## src/logic/prt_pkg.sv

```systemverilog
// package: constants, types and timing for the pulse/runt/sequence trigger qualifier
`default_nettype none
package prt_pkg;
    localparam int CLK_HZ = 50_000_000;
    localparam int CLK_PERIOD_PS = 20_000;
    localparam int CNT_W = 29;
    localparam int WIDTH_MIN_PS = 250;
    localparam int WIDTH_MAX_S = 10;
    localparam int RUNT_MIN_PS = 250;
    localparam int RUNT_MAX_PS = 30_000;
    localparam int LONG_TIMER_PS = 30_000;
    // least times round up, longest times round down, never below one cycle
    localparam int WIDTH_MIN_CYC = (WIDTH_MIN_PS + CLK_PERIOD_PS - 1) / CLK_PERIOD_PS;
    localparam int WIDTH_MAX_CYC = WIDTH_MAX_S * CLK_HZ;
    localparam int RUNT_MIN_CYC = (RUNT_MIN_PS + CLK_PERIOD_PS - 1) / CLK_PERIOD_PS;
    localparam int RUNT_MAX_RAW = RUNT_MAX_PS / CLK_PERIOD_PS;
    localparam int RUNT_MAX_CYC = (RUNT_MAX_RAW < 1) ? 1 : RUNT_MAX_RAW;
    localparam int LONG_RAW = LONG_TIMER_PS / CLK_PERIOD_PS;
    localparam int LONG_TIMER_CYC = (LONG_RAW < 1) ? 1 : LONG_RAW;
    localparam logic [CNT_W-1:0] WIDTH_MIN_CNT = CNT_W'(WIDTH_MIN_CYC);
    localparam logic [CNT_W-1:0] RUNT_MIN_CNT = CNT_W'(RUNT_MIN_CYC);
    localparam logic [CNT_W-1:0] RUNT_MAX_CNT = CNT_W'(RUNT_MAX_CYC);
    localparam logic [CNT_W-1:0] LONG_TIMER_CNT = CNT_W'(LONG_TIMER_CYC);
    localparam logic [CNT_W-1:0] CNT_ZERO = {CNT_W{1'b0}};
    localparam logic [CNT_W-1:0] CNT_ONE = {{(CNT_W-1){1'b0}}, 1'b1};
    localparam logic [CNT_W-1:0] CNT_SAT = {CNT_W{1'b1}};
    localparam logic [2:0] CH_FIRST = 3'h1;
    localparam logic [2:0] CH_LAST = 3'h4;
    localparam int NUM_SETS = 2;
    localparam int TERM_W = 9;
    localparam int WIDTH_BIT = 2;
    localparam int RUNT_BIT = 3;

    typedef enum logic [TERM_W-1:0] {
        TERM_EDGE = 9'h001,
        TERM_GLITCH = 9'h002,
        TERM_WIDTH = 9'h004,
        TERM_RUNT = 9'h008,
        TERM_SETUP_HOLD = 9'h010,
        TERM_STATE = 9'h020,
        TERM_TIMEOUT = 9'h040,
        TERM_TRANSITION = 9'h080,
        TERM_WINDOW = 9'h100
    } prt_term_e;

    typedef enum logic [2:0] {
        SEQ_SEEK_FIRST = 3'h1,
        SEQ_SETTLE = 3'h2,
        SEQ_SEEK_SECOND = 3'h4
    } prt_seq_e;

    typedef struct packed {
        logic [3:0] level;
        logic [3:0] above_low;
        logic [3:0] above_high;
    } prt_ch_flags_s;

    typedef struct packed {
        logic width_polarity_pos;
        logic wider_than;
        logic trigger_point_select;
        logic [2:0] width_source;
        logic [CNT_W-1:0] width_limit;
        logic runt_polarity_pos;
        logic runt_qualified;
        logic [2:0] runt_source;
        logic [CNT_W-1:0] runt_min;
    } prt_set_cfg_s;
endpackage : prt_pkg
`default_nettype wire

```

## src/logic/prt_detector.sv

```systemverilog
// one setting set: pulse width detector and runt detector on selectable channels
`timescale 1ns/1ps
`default_nettype none
module prt_detector #(
    parameter int WMAX_CYC = prt_pkg::WIDTH_MAX_CYC
) (
    input wire logic sys_clk,
    input wire logic reset_n,
    input wire prt_pkg::prt_ch_flags_s ch_flags,
    input wire prt_pkg::prt_set_cfg_s cfg,
    output logic width_fire,
    output logic runt_fire,
    output logic needs_long
);
    localparam logic [prt_pkg::CNT_W-1:0] WMAX_CNT = prt_pkg::CNT_W'(WMAX_CYC);

    function automatic logic pick(input logic [3:0] f, input logic [2:0] idx);
        logic [2:0] off;
        off = idx - prt_pkg::CH_FIRST;
        pick = 1'b0;
        if (idx >= prt_pkg::CH_FIRST && idx <= prt_pkg::CH_LAST) begin
            pick = f[off[1:0]];
        end
    endfunction : pick

    logic [prt_pkg::CNT_W-1:0] wlim;
    logic [prt_pkg::CNT_W-1:0] rmin;
    logic [prt_pkg::CNT_W-1:0] w_cnt_reg;
    logic [prt_pkg::CNT_W-1:0] r_cnt_reg;
    logic saw_inner_reg;
    logic width_fire_reg;
    logic runt_fire_reg;
    logic w_now;
    logic w_end;
    logic timeout_mode;
    logic r_outer;
    logic r_inner;
    logic r_end;

    // limits clamped into the programmable range
    always_comb begin
        wlim = cfg.width_limit;
        if (wlim < prt_pkg::WIDTH_MIN_CNT) begin
            wlim = prt_pkg::WIDTH_MIN_CNT;
        end else if (wlim > WMAX_CNT) begin
            wlim = WMAX_CNT;
        end
        rmin = cfg.runt_min;
        if (rmin < prt_pkg::RUNT_MIN_CNT) begin
            rmin = prt_pkg::RUNT_MIN_CNT;
        end else if (rmin > prt_pkg::RUNT_MAX_CNT) begin
            rmin = prt_pkg::RUNT_MAX_CNT;
        end
    end

    // positive measures the high part, negative the low part; a bad source index stays idle in both
    assign w_now = pick('1, cfg.width_source)
                   & (cfg.width_polarity_pos ~^ pick(ch_flags.level, cfg.width_source));
    assign w_end = ~w_now && (w_cnt_reg != prt_pkg::CNT_ZERO);
    assign timeout_mode = cfg.wider_than & cfg.trigger_point_select;
    assign needs_long = wlim > prt_pkg::LONG_TIMER_CNT;

    always_ff @(posedge sys_clk or negedge reset_n) begin
        if (!reset_n) begin
            w_cnt_reg <= prt_pkg::CNT_ZERO;
        end else if (!w_now) begin
            w_cnt_reg <= prt_pkg::CNT_ZERO;
        end else if (w_cnt_reg != prt_pkg::CNT_SAT) begin
            w_cnt_reg <= w_cnt_reg + prt_pkg::CNT_ONE;
        end
    end

    always_ff @(posedge sys_clk or negedge reset_n) begin
        if (!reset_n) begin
            width_fire_reg <= 1'b0;
        end else if (timeout_mode) begin
            // count equals limit while still present: width now exceeds it
            width_fire_reg <= w_now && (w_cnt_reg == wlim);
        end else if (cfg.wider_than) begin
            width_fire_reg <= w_end && (w_cnt_reg > wlim);
        end else begin
            width_fire_reg <= w_end && (w_cnt_reg < wlim);
        end
    end

    // positive runt rises past low but never reaches high; negative mirrors it
    assign r_outer = cfg.runt_polarity_pos ? pick(ch_flags.above_low, cfg.runt_source)
                                           : ~pick(ch_flags.above_high, cfg.runt_source);
    assign r_inner = cfg.runt_polarity_pos ? pick(ch_flags.above_high, cfg.runt_source)
                                           : ~pick(ch_flags.above_low, cfg.runt_source);
    assign r_end = ~r_outer && (r_cnt_reg != prt_pkg::CNT_ZERO);

    always_ff @(posedge sys_clk or negedge reset_n) begin
        if (!reset_n) begin
            r_cnt_reg <= prt_pkg::CNT_ZERO;
            saw_inner_reg <= 1'b0;
        end else if (!r_outer) begin
            r_cnt_reg <= prt_pkg::CNT_ZERO;
            saw_inner_reg <= 1'b0;
        end else begin
            if (r_cnt_reg != prt_pkg::CNT_SAT) begin
                r_cnt_reg <= r_cnt_reg + prt_pkg::CNT_ONE;
            end
            saw_inner_reg <= saw_inner_reg | r_inner;
        end
    end

    always_ff @(posedge sys_clk or negedge reset_n) begin
        if (!reset_n) begin
            runt_fire_reg <= 1'b0;
        end else begin
            runt_fire_reg <= r_end && !saw_inner_reg && (!cfg.runt_qualified || r_cnt_reg > rmin);
        end
    end

    assign width_fire = width_fire_reg;
    assign runt_fire = runt_fire_reg;
endmodule : prt_detector
`default_nettype wire

```

## src/logic/prt_trigger.sv

```systemverilog
// top: two setting sets, shared resource arbitration and the two-term sequencer
// Summary of operation
// - width detector fires wider or narrower than limit
// - negative polarity ends on rising edge crossing
// - positive polarity ends on falling edge crossing
// - width input channel chosen by index 1-4
// - fire at pulse end or limit elapsed
// - elapsed-time point only in wider-than mode
// - width limit spans 250 ps to 10 s; the code clamps its low end to one 20 ns cycle
// - set one feeds first term, two second
// - runt polarity picks pulse direction
// - qualification readback is one or zero
// - qualified runt needs width over minimum
// - runt input channel chosen by index 1-4
// - first term picks one of nine types
// - second term picks nine types, final trigger
// - duration range shared, one term only
// - one long timer, one term only
// - device grants shared resources itself
// - reset timeout returns to seeking first term
// - delay waits before seeking second term
`timescale 1ns/1ps
`default_nettype none
module prt_trigger #(
    parameter int WIDTH_MAX_CYC = prt_pkg::WIDTH_MAX_CYC
) (
    input wire logic sys_clk,
    input wire logic reset_n,
    input wire prt_pkg::prt_ch_flags_s ch_flags,
    input wire prt_pkg::prt_set_cfg_s set_cfg_one,
    input wire prt_pkg::prt_set_cfg_s set_cfg_two,
    input wire prt_pkg::prt_term_e first_term,
    input wire prt_pkg::prt_term_e second_term,
    input wire logic sequence_enable,
    input wire logic [prt_pkg::TERM_W-1:0] ext_fire_one,
    input wire logic [prt_pkg::TERM_W-1:0] ext_fire_two,
    input wire logic ext_long_req_one,
    input wire logic ext_long_req_two,
    input wire logic range_req_one,
    input wire logic range_req_two,
    input wire logic reset_time_enable,
    input wire logic [prt_pkg::CNT_W-1:0] reset_time_cycles,
    input wire logic delay_enable,
    input wire logic [prt_pkg::CNT_W-1:0] delay_cycles,
    output logic trigger_out,
    output logic first_fire_out,
    output logic sequence_armed,
    output logic [prt_pkg::NUM_SETS-1:0] long_timer_grant,
    output logic [prt_pkg::NUM_SETS-1:0] range_grant,
    output logic [prt_pkg::NUM_SETS-1:0] runt_qualified_readback,
    output logic [prt_pkg::NUM_SETS-1:0] trigger_point_readback
);
    // selects the detector output that the chosen term type names
    function automatic logic term_fire(input logic [prt_pkg::TERM_W-1:0] term,
                                       input logic [prt_pkg::TERM_W-1:0] ext,
                                       input logic w,
                                       input logic r);
        logic [prt_pkg::TERM_W-1:0] src;
        src = ext;
        src[prt_pkg::WIDTH_BIT] = w;
        src[prt_pkg::RUNT_BIT] = r;
        term_fire = |(term & src);
    endfunction : term_fire

    prt_pkg::prt_set_cfg_s cfg [prt_pkg::NUM_SETS];
    prt_pkg::prt_term_e term_sel [prt_pkg::NUM_SETS];
    logic [prt_pkg::TERM_W-1:0] ext_fire [prt_pkg::NUM_SETS];
    logic [prt_pkg::NUM_SETS-1:0] width_fire;
    logic [prt_pkg::NUM_SETS-1:0] runt_fire;
    logic [prt_pkg::NUM_SETS-1:0] width_long;
    logic [prt_pkg::NUM_SETS-1:0] ext_long;
    logic [prt_pkg::NUM_SETS-1:0] rng_req_in;
    logic [prt_pkg::NUM_SETS-1:0] long_req;
    logic [prt_pkg::NUM_SETS-1:0] rng_req;
    logic [prt_pkg::NUM_SETS-1:0] raw_fire;
    logic [prt_pkg::NUM_SETS-1:0] term_ok;
    logic [prt_pkg::NUM_SETS-1:0] long_grant_reg;
    logic [prt_pkg::NUM_SETS-1:0] long_grant_next;
    logic [prt_pkg::NUM_SETS-1:0] range_grant_reg;
    logic [prt_pkg::NUM_SETS-1:0] range_grant_next;
    logic [prt_pkg::NUM_SETS-1:0] qual_rb_reg;
    logic [prt_pkg::NUM_SETS-1:0] tp_rb_reg;
    logic fire_first;
    logic fire_second;
    prt_pkg::prt_seq_e state_reg;
    prt_pkg::prt_seq_e state_next;
    logic [prt_pkg::CNT_W-1:0] timer_reg;
    logic [prt_pkg::CNT_W-1:0] timer_next;
    logic trigger_reg;
    logic trigger_next;
    logic first_fire_reg;

    assign cfg[0] = set_cfg_one;
    assign cfg[1] = set_cfg_two;
    assign term_sel[0] = first_term;
    assign term_sel[1] = second_term;
    assign ext_fire[0] = ext_fire_one;
    assign ext_fire[1] = ext_fire_two;
    assign ext_long = {ext_long_req_two, ext_long_req_one};
    assign rng_req_in = {range_req_two, range_req_one};

    genvar gi;
    generate
        for (gi = 0; gi < prt_pkg::NUM_SETS; gi++) begin : g_set
            prt_detector #(
                .WMAX_CYC(WIDTH_MAX_CYC)
            ) u_det (
                .sys_clk(sys_clk),
                .reset_n(reset_n),
                .ch_flags(ch_flags),
                .cfg(cfg[gi]),
                .width_fire(width_fire[gi]),
                .runt_fire(runt_fire[gi]),
                .needs_long(width_long[gi])
            );

            // a term asks for the long timer through its own width limit or an outside detector
            assign long_req[gi] = (term_sel[gi] == prt_pkg::TERM_WIDTH) ? width_long[gi]
                                                                      : ext_long[gi];
            assign rng_req[gi] = (term_sel[gi] == prt_pkg::TERM_STATE) & rng_req_in[gi];
            assign raw_fire[gi] = term_fire(term_sel[gi], ext_fire[gi], width_fire[gi], runt_fire[gi]);
            // a term denied a shared resource cannot fire
            assign term_ok[gi] = (~long_req[gi] | long_grant_reg[gi]) & (~rng_req[gi] | range_grant_reg[gi]);

            always_ff @(posedge sys_clk or negedge reset_n) begin
                if (!reset_n) begin
                    qual_rb_reg[gi] <= 1'b0;
                    tp_rb_reg[gi] <= 1'b0;
                end else begin
                    qual_rb_reg[gi] <= cfg[gi].runt_qualified;
                    // narrower-than always reads back as pulse end
                    tp_rb_reg[gi] <= cfg[gi].trigger_point_select & cfg[gi].wider_than;
                end
            end
        end
    endgenerate

    // first term keeps priority; second term gets a resource only once first frees it
    always_comb begin
        long_grant_next[0] = long_req[0];
        long_grant_next[1] = long_req[1] & ~long_req[0];
        range_grant_next[0] = rng_req[0];
        range_grant_next[1] = rng_req[1] & ~rng_req[0];
    end

    always_ff @(posedge sys_clk or negedge reset_n) begin
        if (!reset_n) begin
            long_grant_reg <= '0;
            range_grant_reg <= '0;
        end else begin
            long_grant_reg <= long_grant_next;
            range_grant_reg <= range_grant_next;
        end
    end

    assign fire_first = raw_fire[0] & term_ok[0];
    assign fire_second = raw_fire[1] & term_ok[1];

    // timer_reg counts cycles spent in the current waiting state, starting at one
    always_comb begin
        state_next = state_reg;
        timer_next = timer_reg;
        trigger_next = 1'b0;
        if (timer_reg != prt_pkg::CNT_SAT) begin
            timer_next = timer_reg + prt_pkg::CNT_ONE;
        end
        case (state_reg)
            prt_pkg::SEQ_SEEK_FIRST: begin
                timer_next = prt_pkg::CNT_ONE;
                if (!sequence_enable) begin
                    trigger_next = fire_first;
                end else if (fire_first && delay_enable) begin
                    state_next = prt_pkg::SEQ_SETTLE;
                end else if (fire_first) begin
                    state_next = prt_pkg::SEQ_SEEK_SECOND;
                end
            end
            prt_pkg::SEQ_SETTLE: begin
                // second term ignored until the delay has run out
                if (!sequence_enable) begin
                    state_next = prt_pkg::SEQ_SEEK_FIRST;
                end else if (timer_reg >= delay_cycles) begin
                    state_next = prt_pkg::SEQ_SEEK_SECOND;
                    timer_next = prt_pkg::CNT_ONE;
                end
            end
            prt_pkg::SEQ_SEEK_SECOND: begin
                if (!sequence_enable) begin
                    state_next = prt_pkg::SEQ_SEEK_FIRST;
                end else if (fire_second) begin
                    // a second-term hit beats a reset timeout in the same cycle
                    trigger_next = 1'b1;
                    state_next = prt_pkg::SEQ_SEEK_FIRST;
                end else if (reset_time_enable && timer_reg >= reset_time_cycles) begin
                    state_next = prt_pkg::SEQ_SEEK_FIRST;
                end
            end
            default: begin
                state_next = prt_pkg::SEQ_SEEK_FIRST;
                timer_next = prt_pkg::CNT_ONE;
            end
        endcase
    end

    always_ff @(posedge sys_clk or negedge reset_n) begin
        if (!reset_n) begin
            state_reg <= prt_pkg::SEQ_SEEK_FIRST;
            timer_reg <= prt_pkg::CNT_ONE;
        end else begin
            state_reg <= state_next;
            timer_reg <= timer_next;
        end
    end

    always_ff @(posedge sys_clk or negedge reset_n) begin
        if (!reset_n) begin
            trigger_reg <= 1'b0;
            first_fire_reg <= 1'b0;
        end else begin
            trigger_reg <= trigger_next;
            first_fire_reg <= fire_first && (state_reg == prt_pkg::SEQ_SEEK_FIRST);
        end
    end

    assign trigger_out = trigger_reg;
    assign first_fire_out = first_fire_reg;
    assign sequence_armed = state_reg == prt_pkg::SEQ_SEEK_SECOND;
    assign long_timer_grant = long_grant_reg;
    assign range_grant = range_grant_reg;
    assign runt_qualified_readback = qual_rb_reg;
    assign trigger_point_readback = tp_rb_reg;
endmodule : prt_trigger
`default_nettype wire

```

## config.mk

```make
export PLATFORM = sky130hd
export DESIGN_NAME = prt_trigger
export DESIGN_NICKNAME = d
export VERILOG_FILES = /design/src/logic/prt_pkg.sv /design/src/logic/prt_detector.sv /design/src/logic/prt_trigger.sv
export SDC_FILE = /design/constraint.sdc
export NUM_CORES = 1
export LEC_CHECK = 0
export BUFFER_PORTS_ARGS = -buffer_cell sky130_fd_sc_hd__clkbuf_2
export CAP_MARGIN = 20
export CORE_ASPECT_RATIO = 0.8
export CORE_UTILIZATION = 58
export CTS_CLUSTER_SIZE = 24
export DETAILED_ROUTE_END_ITERATION = 8
export PLACE_DENSITY = 0.9
export REMOVE_ABC_BUFFERS = 1
export SETUP_SLACK_MARGIN = 0.2
export SLEW_MARGIN = 40
export SYNTH_ARGS = -nofsm -noshare
export SYNTH_HDL_FRONTEND = slang
export SYNTH_SLANG_ARGS = --single-unit
```

## constraint.sdc

```tcl
create_clock -name sys_clk -period 5.3 [get_ports sys_clk]
set_input_delay 0.795 -clock sys_clk [delete_from_list [all_inputs] [get_ports sys_clk]]
set_output_delay 0.795 -clock sys_clk [all_outputs]
set_load 0.02 [all_outputs]
```

==> out/metrics.cfg <==
[sta]
finalCriticalPeriod_ps = 4280
finalClockSkew_ps = 13.9
hold_viol_final = 0
max_slew.worst_pin.slew_ps = 772
fin_crit_sh_pct = 80.7
rsz0062_at_grt = false
maxSlewHeadroom_pct = 48.1
drv_slew = 0
setup_ws_ps = 1020
setup_violations = 0
fin_tns_setup_ps = 0
max_freq_mhz = 234

[cts]
cts_num_sinks = 164
clk_latency_ps = 430
htreeDepth = 4
cts_resized = 0
cts.clk_slew.worst_paths_ps = 70
cts_setup_buffers = 0
clockRootBuffer = clkbuf_16
clk_path_buf_depth = 2
cts_made_buffers = 17
cts_tree = built
postCtsHoldBufs = 0

[logic_synthesis]
synth.area.top_cells = dfrtp_1, ha_1, nor2_1
muxShareOfSynthArea_pct = 1.57
synth.distinct_cells = 79
yosys.area_share.simple_pct = 27.0
yosysTopAreaCellShare_pct = 30.1
ys_async_sr_fraction_pct = 100
ys_seq_elements = 164
ys_seq_area_share_pct = 30.5
avgSynthCellArea_um2 = 8.61
synth_edf_count = 0
ys.flop_type = dfrtp_1
synth_top_cell_by_area = dfrtp_1
syn-cell-area_um2 = 13400
synth_top_family_by_area = simple AND/OR/NAND/NOR gates
synth-compound-area-share_pct = 11.9
synthAdderAreaFrac_pct = 17.8
syn_inst = 1562
yosysWarnings = 0
synthXorXnorAreaFrac_pct = 7.55

[cells_and_area]
postLayoutCellArea_um2 = 15600
drive_above_1_share_pct = 14.9
seqCellArea_um2 = 4110
fillCellCount = 1777
diodes = 0
nNetsFinal = 2266
final_cells = 2141
multi_input_area_um2 = 9100
area_delta_synth_final_pct = 16.3
final_util_pct = 69.1

[run]
maxCapViolCount = 0

[global_route]
grt_pass1_wl_um = 59000
track_usage_pct = 30.8
grt_max_degree = 78
antenna_found_initial = 0
grt_pass1_vias = 12613
grt.overflow.total = 0

[critical_path]
timing.rr.end = timer_reg[20]
reg2regPathDepth = 8
worstPathMaxFanout = 11
required_ps = 5620
rrSetupSlack_ps = 2250
r2r-start = timer_reg[24]
crit_path_end_kind = flip-flop
arrival_ps = 4600
start_kind = primary input
crit_start = set_cfg_one[43]
crit_type = primary input to flip-flop
crit_end = g_set[0].u_det.width_fire

[floorplan]
design.core.area_um2 = 22600
die_h_um = 138
start_util_pct = 59.4
die_area_um2 = 23800
row_count = 49
io-pin-count = 264
die_x_um = 172

[power]
clock_power_share_pct = 41.2
power.share.sequential_pct = 42.8
p_switching_mw = 0.840
p_per_area_nw_per_um2 = 195
power.leakage_nw = 7.81
comb_power_share_pct = 16.0
swShare_pct = 27.6
intPower_mw = 2.21
peakVddDrop_mv = 0.181

[detailed_routing]
drtIter0Drc = 959
ant_nets = 0
drc = 0
drt-pass1-iter-count = 5
finalWirelength_um = 35800
wl_per_cell_um = 16.7
avgViaCountPerCell = 5.98
dr_total_vias = 12804

[place]
dpl_cell_area_um2 = 15000
gp_congestion = 0.972
dp_hpwl_um = 27900
preCtsSetupSlack_ps = 777
place_inst = 2109
numPortBuffers = 201

[hold_path]
hp-class = primary input to asynchronous set/reset pin

[status]
status = finished clean

-- layout by cell type (no fill, tap or decap), types with 4 or more instances in the layout --
cell type,instances
a2111oi_0,4
a211oi_1,11
a21o_1,24
a21oi_1,64
a221oi_1,4
a31oi_1,8
a41oi_1,4
and2_1,16
and3_1,23
and4_1,26
buf_4,8
clkbuf_16,17
clkbuf_2,200
clkinvlp_4,6
conb_1,58
dfrtp_1,162
ha_1,191
inv_1,102
mux2i_1,5
mux4_2,6
nand2_1,130
nand2b_1,11
nand3_1,88
nand4_1,65
nor2_1,197
nor2b_1,15
nor3_1,43
nor4_1,43
nor4b_1,5
o2111ai_1,4
o211ai_1,10
o21a_1,13
o21ai_0,51
or3_1,18
or4_1,7
xnor2_1,36
xor2_1,80
-- routing by layer --
| layer | routed length (µm) | GRT usage, % |
|---|---|---|
| met5 | 0 | 0 |
| met4 | 1080 | 12.3 |
| met3 | 2360 | 5.24 |
| met2 | 16700 | 49.7 |
| met1 | 15700 | 40.9 |
-- worst min path at each step --
| stage | from | end | slack (ps) | cells past startpoint |
|---|---|---|---|---|
| after CTS | reset_n | g_set[1].u_det.w_cnt_reg[23] | 410 | 1 |
| final | reset_n | g_set[1].u_det.w_cnt_reg[23] | 370 | 1 |
| after global placement | state_reg[2] | first_fire_out | 480 | 1 |
| after global routing | reset_n | g_set[1].u_det.w_cnt_reg[21] | 430 | 1 |
| after floorplan | state_reg[2] | first_fire_out | 450 | 1 |
| after detailed placement | state_reg[2] | first_fire_out | 500 | 1 |
-- stage by stage --
stage	hold WS (ps)	total power [mW]
floorplan	450	1.58
global placement	482	1.78
detailed placement	502	1.80
CTS	410	3.06
global route	428	3.18
finish	367	3.05
-- final cells by class --
class,count,area share [%]
Multi-Input combinational cell,1328,58.2
Sequential cell,164,26.3
Timing Repair Buffer,209,6.86
Clock buffer,21,3.01
Inverter,102,2.45
Tap cell,306,2.45
Clock inverter,11,0.816
-- power by group through the flow --
stage / Combinational (mW) / Sequential (mW) / Clock (mW)
after global routing: 0.551 / 1.31 / 1.32
after CTS: 0.486 / 1.30 / 1.27
after global placement: 0.454 / 1.32 / 0
final: 0.487 / 1.30 / 1.26
after floorplan: 0.257 / 1.32 / 0
after detailed placement: 0.479 / 1.33 / 0
-- synth_stat cells (6+ instances only) --
master / n
xor2_1: 80
or3_1: 18
nand2_1: 130
a21oi_1: 66
a21o_1: 24
and2_1: 16
nor4_1: 43
nor2_1: 197
mux4_2: 6
a31oi_1: 8
a211oi_1: 11
and4_1: 26
dfrtp_1: 162
nor2b_1: 15
xnor2_1: 36
clkbuf_1: 19
inv_1: 102
o21a_1: 13
and3_1: 23
ha_1: 191
or4_1: 7
nand2b_1: 11
o21ai_0: 51
o211ai_1: 10
nor3_1: 44
nand4_1: 65
nand3_1: 88
-- worst max-delay path, cell delays in order --
cell and delay [ps]:
clkbuf_2 120, nor4_1 530, nand4_1 220, or4_1 610, o211ai_2 430, buf_4 240, nand2_1 60, ha_1 290
a2111oi_0 510, o21ai_0 170, o2111ai_1 130, o211ai_1 140, o2bb2ai_1 150, a21o_1 190
-- kinds of logic after synthesis --
| family | count (synthesis) |
|---|---|
| AOI/OAI and AO/OA | 240 |
| buffers and inverters | 127 |
| adders and majority gates | 191 |
| and+or+nand+nor | 710 |
| other | 1 |
| xor gates and xnor gates | 116 |
| muxes | 13 |
| DFF | 164 |
No activity file was read; power rests on OpenSTA's default activity.
